[config.mk]
export PLATFORM = sky130hd
export DESIGN_NAME = pwmsfo_top
export DESIGN_NICKNAME = d
export VERILOG_FILES = /design/src/rtl/pwmsfo_pkg.sv /design/src/rtl/pwmsfo_top.sv
export SDC_FILE = /design/constraint.sdc
export NUM_CORES = 1
export LEC_CHECK = 0
export BUFFER_PORTS_ARGS = -buffer_cell sky130_fd_sc_hd__buf_2
export CAP_MARGIN = 20
export CORE_MARGIN = 2
export CORE_UTILIZATION = 35
export CTS_CLUSTER_DIAMETER = 30
export DETAILED_ROUTE_END_ITERATION = 10
export PLACE_DENSITY = 0.58
export REMOVE_ABC_BUFFERS = 1
export SYNTH_ARGS = -nofsm -noshare
export SYNTH_HDL_FRONTEND = slang
export SYNTH_SLANG_ARGS = --single-unit
[constraint.sdc]
create_clock -name clk -period 7.5 [get_ports clk]
set_input_delay 0.375 -clock clk [delete_from_list [all_inputs] [get_ports clk]]
set_output_delay 0.375 -clock clk [all_outputs]
set_load 0.005 [all_outputs]
[src/rtl/pwmsfo_pkg.sv]
package pwmsfo_pkg;

  // Sizes.
  localparam int NGEN = 2;
  localparam int NOUT = 4;
  localparam int AW   = 12;
  localparam int DW   = 32;
  localparam int RW   = 16;
  localparam int NSH  = 8;

  // Module-level register byte offsets.
  localparam logic [AW-1:0] OFS_MCTL   = 12'h000;
  localparam logic [AW-1:0] OFS_SYNC   = 12'h004;
  localparam logic [AW-1:0] OFS_ENABLE = 12'h008;
  localparam logic [AW-1:0] OFS_INVERT = 12'h00C;
  localparam logic [AW-1:0] OFS_FAULT  = 12'h010;
  localparam logic [AW-1:0] OFS_INTEN  = 12'h014;
  localparam logic [AW-1:0] OFS_RIS    = 12'h018;
  localparam logic [AW-1:0] OFS_ISC    = 12'h01C;
  localparam logic [AW-1:0] OFS_STATUS = 12'h020;

  // Generator blocks: base, stride and offsets within a block.
  localparam logic [AW-1:0] GEN_BASE   = 12'h040;
  localparam logic [AW-1:0] GEN_STRIDE = 12'h040;
  localparam logic [AW-1:0] GOFS_CTL   = 12'h000;
  localparam logic [AW-1:0] GOFS_COUNT = 12'h014;
  // Shadowed registers, index 0..7: period, compare A, compare B, action A,
  // action B, dead-band control, rise delay, fall delay.
  localparam logic [NSH-1:0][AW-1:0] GOFS_SH = {
    12'h030, 12'h02C, 12'h028, 12'h024, 12'h020, 12'h01C, 12'h018, 12'h010};
  localparam int SH_PERIOD = 0;
  localparam int SH_CMPA   = 1;
  localparam int SH_CMPB   = 2;
  localparam int SH_AUX    = 3;

  // Field positions.
  localparam int MCTL_ESYNC   = 2;
  localparam int GCTL_RUN     = 0;
  localparam int GCTL_DBGRUN  = 1;
  localparam int GCTL_GLOBAL  = 2;
  localparam int GCTL_AUXSYNC = 3;
  localparam int GCTL_W       = 4;
  localparam int INT_FAULT    = 0;

  // Reset values.
  localparam logic [RW-1:0]   RST_REG  = 16'h0000;
  localparam logic [NOUT-1:0] RST_MASK = 4'h0;
  localparam logic [DW-1:0]   RD_ZERO  = 32'h0000_0000;

  typedef struct packed {
    logic [AW-1:0] addr;
    logic [DW-1:0] wdata;
    logic          wr;
    logic          rd;
  } pwmsfo_bus_t;

  typedef struct packed {
    logic [NOUT-1:0] pwm;
    logic            fault_irq;
  } pwmsfo_pins_t;

  // Active action and dead-band settings handed to the generator datapath.
  typedef logic [NGEN-1:0][NSH-1:SH_AUX][RW-1:0] pwmsfo_cfg_t;

  typedef struct packed {
    logic [NGEN-1:0][NSH-1:0][RW-1:0] sh;
    logic [NGEN-1:0][NSH-1:0][RW-1:0] act;
    logic [NGEN-1:0][GCTL_W-1:0]      gctl;
    logic [NGEN-1:0][RW-1:0]          cnt;
    logic [NGEN-1:0]                  gupd;
    logic [NGEN-1:0]                  sync;
    logic                             esync;
    logic [NOUT-1:0]                  en_sh;
    logic [NOUT-1:0]                  en_act;
    logic [NOUT-1:0]                  inv;
    logic [NOUT-1:0]                  flt_en;
    logic [NOUT-1:0]                  raw;
    logic                             inten;
    logic                             ris;
    pwmsfo_pins_t                     pins;
    logic [DW-1:0]                    rdata;
  } pwmsfo_state_t;

endpackage

[src/rtl/pwmsfo_top.sv]
// Our own choices: the plain strobed port and the register addresses.
`timescale 1ns/1ps
// Contract
// - Writing a generator's sync bit forces its counter to zero.
// - Several sync bits in one write reset those counters in the same cycle.
// - Immediate-mode writes reach the hardware at once.
// - Local mode holds the write and applies it at the next counter zero.
// - Global mode applies only after the global update bit, then counter zero.
// - Each generator selects its own update mode.
// - Period and compare registers use local or global update per control bit.
// - Enable mask, action and dead-band registers may sync; default immediate.
// - Per-output fault enable forces that output inactive while fault is asserted.
// - An asserted fault can raise a processor interrupt.
// - Each generator can stop its counter while the processor is debug halted.
// - Stall either runs to zero then halts, or keeps counting normally.
// - A debug stall never raises an interrupt.
// - One enable register gates each raw generator signal to its pin.
// - Per-output inversion makes the output active low; default active high.
// - Two generators, two signals each, four outputs.
// - Global update bit self-clears after its updates apply; software cannot clear it.
// - Sync bits self-clear after the counter reset, reading zero when done.
module pwmsfo_top (
  // Clock and reset.
  input  wire logic                    clk,
  input  wire logic                    nrst,
  // Register port.
  input  wire pwmsfo_pkg::pwmsfo_bus_t bus,
  output logic [pwmsfo_pkg::DW-1:0]    rdata,
  // Conditions from outside.
  input  wire logic                    fault,
  input  wire logic                    dbg_halt,
  // Pins and active generator settings.
  output pwmsfo_pkg::pwmsfo_pins_t     pins,
  output pwmsfo_pkg::pwmsfo_cfg_t      gen_cfg
);
  import pwmsfo_pkg::*;

  pwmsfo_state_t s;
  pwmsfo_state_t next_s;

  always_comb begin
    logic [AW-1:0] gb;
    logic          zero;
    logic          commit;
    logic          halt;
    logic [RW-1:0] period;
    gb     = '0;
    zero   = 1'b0;
    commit = 1'b0;
    halt   = 1'b0;
    period = '0;
    next_s = s;
    next_s.sync = '0;
    next_s.rdata = RD_ZERO;

    // Hardware events take effect first so that a write in the same cycle wins.
    for (int g = 0; g < NGEN; g++) begin
      zero   = s.gctl[g][GCTL_RUN] && (s.cnt[g] == RST_REG);
      commit = zero && (!s.gctl[g][GCTL_GLOBAL] || s.gupd[g]);
      if (commit) begin
        for (int i = 0; i < SH_AUX; i++) begin
          next_s.act[g][i] = s.sh[g][i];
        end
        if (s.gctl[g][GCTL_AUXSYNC]) begin
          for (int i = SH_AUX; i < NSH; i++) begin
            next_s.act[g][i] = s.sh[g][i];
          end
        end
        next_s.gupd[g] = 1'b0;
      end
      if (g == 0 && zero && s.esync) begin
        next_s.en_act = s.en_sh;
      end
      // Halting at zero keeps the stalled output pattern glitch free.
      halt   = dbg_halt && !s.gctl[g][GCTL_DBGRUN] && (s.cnt[g] == RST_REG);
      period = commit ? s.sh[g][SH_PERIOD] : s.act[g][SH_PERIOD];
      if (s.sync[g]) begin
        next_s.cnt[g] = RST_REG;
      end else if (s.gctl[g][GCTL_RUN] && !halt) begin
        next_s.cnt[g] = zero ? period : s.cnt[g] - RW'(1);
      end
      next_s.raw[2*g]   = s.cnt[g] < s.act[g][SH_CMPA];
      next_s.raw[2*g+1] = s.cnt[g] < s.act[g][SH_CMPB];
    end

    // Fault status is sticky; a new fault wins over a clear in the same cycle.
    if (bus.wr && bus.addr == OFS_ISC && bus.wdata[INT_FAULT]) begin
      next_s.ris = 1'b0;
    end
    if (fault) begin
      next_s.ris = 1'b1;
    end

    // Register writes.
    if (bus.wr) begin
      unique case (bus.addr)
        OFS_MCTL: begin
          // Merging into the committed value keeps a same-cycle commit from being undone.
          next_s.gupd  = next_s.gupd | bus.wdata[NGEN-1:0];
          next_s.esync = bus.wdata[MCTL_ESYNC];
        end
        OFS_SYNC:   next_s.sync   = bus.wdata[NGEN-1:0];
        OFS_ENABLE: next_s.en_sh  = bus.wdata[NOUT-1:0];
        OFS_INVERT: next_s.inv    = bus.wdata[NOUT-1:0];
        OFS_FAULT:  next_s.flt_en = bus.wdata[NOUT-1:0];
        OFS_INTEN:  next_s.inten  = bus.wdata[INT_FAULT];
        default: begin
          for (int g = 0; g < NGEN; g++) begin
            gb = AW'(GEN_BASE + AW'(g) * GEN_STRIDE);
            if (bus.addr == gb + GOFS_CTL) begin
              next_s.gctl[g] = bus.wdata[GCTL_W-1:0];
            end
            for (int i = 0; i < NSH; i++) begin
              if (bus.addr == gb + GOFS_SH[i]) begin
                next_s.sh[g][i] = bus.wdata[RW-1:0];
              end
            end
          end
        end
      endcase
    end

    // Immediate mode copies the freshly written value straight through.
    for (int g = 0; g < NGEN; g++) begin
      if (!next_s.gctl[g][GCTL_AUXSYNC]) begin
        for (int i = SH_AUX; i < NSH; i++) begin
          next_s.act[g][i] = next_s.sh[g][i];
        end
      end
    end
    if (!next_s.esync) begin
      next_s.en_act = next_s.en_sh;
    end

    // Register reads, answered in the next cycle.
    if (bus.rd) begin
      unique case (bus.addr)
        OFS_MCTL:   next_s.rdata = DW'({s.esync, s.gupd});
        OFS_SYNC:   next_s.rdata = DW'(s.sync);
        OFS_ENABLE: next_s.rdata = DW'(s.en_sh);
        OFS_INVERT: next_s.rdata = DW'(s.inv);
        OFS_FAULT:  next_s.rdata = DW'(s.flt_en);
        OFS_INTEN:  next_s.rdata = DW'(s.inten);
        OFS_RIS:    next_s.rdata = DW'(s.ris);
        OFS_ISC:    next_s.rdata = DW'(s.ris & s.inten);
        OFS_STATUS: next_s.rdata = DW'(fault);
        default: begin
          for (int g = 0; g < NGEN; g++) begin
            gb = AW'(GEN_BASE + AW'(g) * GEN_STRIDE);
            if (bus.addr == gb + GOFS_CTL) begin
              next_s.rdata = DW'(s.gctl[g]);
            end
            if (bus.addr == gb + GOFS_COUNT) begin
              next_s.rdata = DW'(s.cnt[g]);
            end
            for (int i = 0; i < NSH; i++) begin
              if (bus.addr == gb + GOFS_SH[i]) begin
                next_s.rdata = DW'(s.sh[g][i]);
              end
            end
          end
        end
      endcase
    end

    // Output conditioning: mask, invert, then force the fault level last.
    for (int o = 0; o < NOUT; o++) begin
      if (s.flt_en[o] && fault) begin
        next_s.pins.pwm[o] = s.inv[o];
      end else begin
        next_s.pins.pwm[o] = (s.raw[o] & s.en_act[o]) ^ s.inv[o];
      end
    end
    // Only the fault feeds the interrupt; the debug halt never does.
    next_s.pins.fault_irq = next_s.ris & next_s.inten;
  end

  always_ff @(posedge clk or negedge nrst) begin
    if (!nrst) begin
      s <= '0;
    end else begin
      s <= next_s;
    end
  end

  assign rdata = s.rdata;
  assign pins  = s.pins;

  always_comb begin
    for (int g = 0; g < NGEN; g++) begin
      for (int i = SH_AUX; i < NSH; i++) begin
        gen_cfg[g][i] = s.act[g][i];
      end
    end
  end

endmodule // pwmsfo_top

==> flow_summary.json <==
{
  "outcome": "complete, but fails checks",
  "violations": "antenna violations",
  "synth_top_family_by_area": "multiplexers",
  "reg2regPathDepth": 9,
  "tightest_slew_ps": 1200,
  "required_ps": 8100,
  "max_slew_margin_pct": 19.7,
  "startpoint": "s[80]$_DFFE_PN0P_",
  "drt_iter0_markers": 2126,
  "synth_seq_cells": 600,
  "antenna_found_initial": 10,
  "ctsHoldBuffers": 3,
  "grt_max_degree": 175,
  "synth-edff-count": 0,
  "cts.path.max_buffers": 3,
  "coreArea_um2": 89700,
  "synth_xor_area_share_pct": 0.167,
  "synth_cell_types": 87,
  "worstPathCellList": "inv_1, ha_1, nor3b_1, nand4_1, or2_2, nor2_4, buf_4, mux2_2, mux2_1",
  "p_total_mw": 9.41,
  "synthSimpleGateAreaFrac_pct": 8.94,
  "cp_max_fo": 62,
  "rsz0062_at_grt": "no",
  "worstPathArrival_ps": 5370,
  "fmax_mhz": 210,
  "place_ws_ps": 2840,
  "ant_nets": 1,
  "avgSynthCellArea_um2": 11.5,
  "viasPerCell": 5.61,
  "die_h_um": 304,
  "root_buffer": "clkbuf_16",
  "p_leak_nw": 18.3,
  "crit_path_end": "gen_cfg[132]$_DFFE_PN0P_",
  "async_flop_share_pct": 100,
  "power_density_nw_per_um2": 253,
  "r2r_slack_ps": 2730,
  "dieArea_um2": 92600,
  "syn_to_final_growth_pct": 17.8,
  "crit_slowest_cell": "buf_4",
  "fin_crit_ps": 4770,
  "critPathMaxStageDelay_ps": 800,
  "dieWidth_um": 304,
  "worst-setup-path-type": "reg2reg",
  "drc": 0,
  "wl_um": 108000,
  "post_cts_buffers": 0,
  "worst_hold_slack_ps": 29.5,
  "irDropWorstVdd_v": 0.000211,
  "fin_nets": 2915,
  "fillers": 8602,
  "path_clk_slew_ps": 50,
  "vias": 23000,
  "synth-compound-area-share_pct": 8.86,
  "ys_seq_area_share_pct": 47.6,
  "io_pins": 247,
  "start_kind": "register",
  "cts-buffers-inserted": 130,
  "endpoint_kind": "register",
  "fin_setup_tns_ps": 0,
  "slew_viol_final": 0,
  "drt-wirelength-per-cell_um": 26.4,
  "drive_gt1_share_pct": 40.7,
  "firstDrtPassIters": 6,
  "synth_fa_ha_area_share_pct": 2.46,
  "cts.sinks": 600,
  "min-delay-start": "bus[1]",
  "ctsHtreeMaxLevel": 4,
  "fin_crit_sh_pct": 63.6,
  "syn-cell-area_um2": 31600,
  "hpwl_um": 74200,
  "fin_skew_ps": 42.4,
  "r2r-start": "s[80]$_DFFE_PN0P_",
  "start_util_pct": 35.2,
  "grt_usage_pct": 23.1,
  "synthMuxAreaShare_pct": 23.9,
  "hp-class": "in2reg",
  "finalHoldViolCount": 0,
  "grt_pass1_wl_um": 159000,
  "syn_inst": 2736,
  "num_rows": 110,
  "fin_ws_ps": 2730,
  "io_buffers": 214,
  "yosysWarnings": 0,
  "grt_pass1_vias": 23300,
  "cts_resized": 0,
  "setup_violations": 0,
  "cap_violations": 0,
  "grt-ovfl-total": 0,
  "synthFlopType": "dfrtp_1",
  "cts_tree": "yes",
  "r2r_end": "gen_cfg[132]$_DFFE_PN0P_",
  "gp_congestion": 0.923,
  "clk_latency_ps": 740
}
-- metal layers --
layer | track usage, % | share of wire [%] | up-vias | routed length, um
met5 | 0 | 0.031 | - | 34
met3 | 5.84 | 8.6 | 224 | 9310
met1 | 31.0 | 43 | 11700 | 46500
met2 | 34.8 | 44 | 1056 | 47600
met4 | 10.9 | 4.4 | 6 | 4740
li1 | - | - | 9963 | -
-- sequential cells by signal, summed over array words and instances, names as in the netlist --
signal,flops
gen_cfg,160
s,419
pins,5
rdata,16
-- worst max-delay path: cells and delay by family, from the launching register on --
kind,cells,cell delay [ps]
adder cells (fa/ha/maj),1,190
buffers and inverters,2,910
flip-flops,1,450
multiplexers,2,690
AND/OR/NAND/NOR,4,2320
-- through the flow --
stage,utilization (%),std cells,instance area (um^2)
5_1_grt,41.4,4084,37100
6_report,41.4,4093,37200
3_5_place_dp,36.3,3838,32500
2_1_floorplan,-,2389,29400
4_1_cts,41.3,4077,37100
3_3_place_gp,36.3,3838,32500
-- how the worst min path moves through the flow --
stage | to | slack, ps | cells after the start
floorplan | gen_cfg[0]$_DFFE_PN0P_ | 80 | 0
global placement | s[240]$_DFFE_PN0P_ | 450 | 2
detailed placement | s[240]$_DFFE_PN0P_ | 450 | 2
CTS | s[37]$_DFF_PN0_ | 2 | 3
global route | s[37]$_DFF_PN0_ | 40 | 3
finish | s[37]$_DFF_PN0_ | 30 | 3
-- layout by cell type (no fill, tap or decap), types with 22 or more instances in the layout --
cell / instances
mux2_2: 623
dfrtp_1: 600
buf_2: 216
nand2_1: 137
clkbuf_16: 132
o21ai_0: 102
nor2_1: 95
inv_1: 89
a21oi_1: 73
ha_1: 62
buf_4: 57
nand3_1: 53
nor3_1: 51
nor4_1: 39
a22oi_1: 29
o22ai_1: 29
nand4_1: 23
a21o_1: 22
-- logic make-up (layout without fill, tap and decap cells) --
group,count (synthesis),count (layout)
adders and majority gates,62,62
DFF,600,600
xor gates and xnor gates,6,6
muxes,666,666
and+or+nand+nor,533,533
buffers and inverters,452,608
AOI/OAI and AO/OA,416,416
other,1,26
-- area by class of cell --
| class | count | area, um^2 | share of cell area (%) |
|---|---|---|---|
| repair buffers | 282 | 1660 | 4.46 |
| well taps | 1176 | 1470 | 3.96 |
| clock buffers | 168 | 3640 | 9.79 |
| diodes | 10 | 25.0 | 0.0673 |
| inverters | 90 | 338 | 0.909 |
| multi-input cells | 1699 | 14200 | 38.1 |
| flip-flops and latches | 600 | 15000 | 40.4 |
| clock inverters | 68 | 860 | 2.31 |
-- cell usage after synthesis, types with 8 or more instances --
cell type	n	area, um^2
nand2_1	137	514
clkbuf_1	106	398
o21ai_0	103	515
a2111oi_0	8	70.1
nor2_1	98	368
a31oi_1	16	100
buf_2	40	200
a211oi_1	15	113
nor4_1	41	257
a2bb2oi_1	9	78.8
mux2i_1	10	100
a22oi_1	29	218
o22ai_1	29	181
o221ai_1	14	123
mux2_1	17	191
a21o_1	22	165
a221oi_1	20	175
inv_1	89	334
a21oi_1	73	365
and3_1	12	75.1
nor3_1	53	265
nor2b_1	11	68.8
buf_4	208	1560
mux2_4	13	195
dfrtp_1	600	15000
mux2_2	623	7020
nand2b_1	20	125
nand3_1	54	270
nand4_1	23	144
or3_1	12	75.1
ha_1	62	776
nand3b_1	12	90.1
-- power breakdown --
| part | switching, mW | total (mW) | leakage [nW] | internal, mW |
|---|---|---|---|---|
| combinational | 0.239 | 0.320 | 7.79 | 0.0803 |
| sequential | 0.0291 | 3.30 | 8.31 | 3.27 |
| clock | 1.96 | 5.79 | 2.19 | 3.83 |
Power figures use the tool's default switching activity.
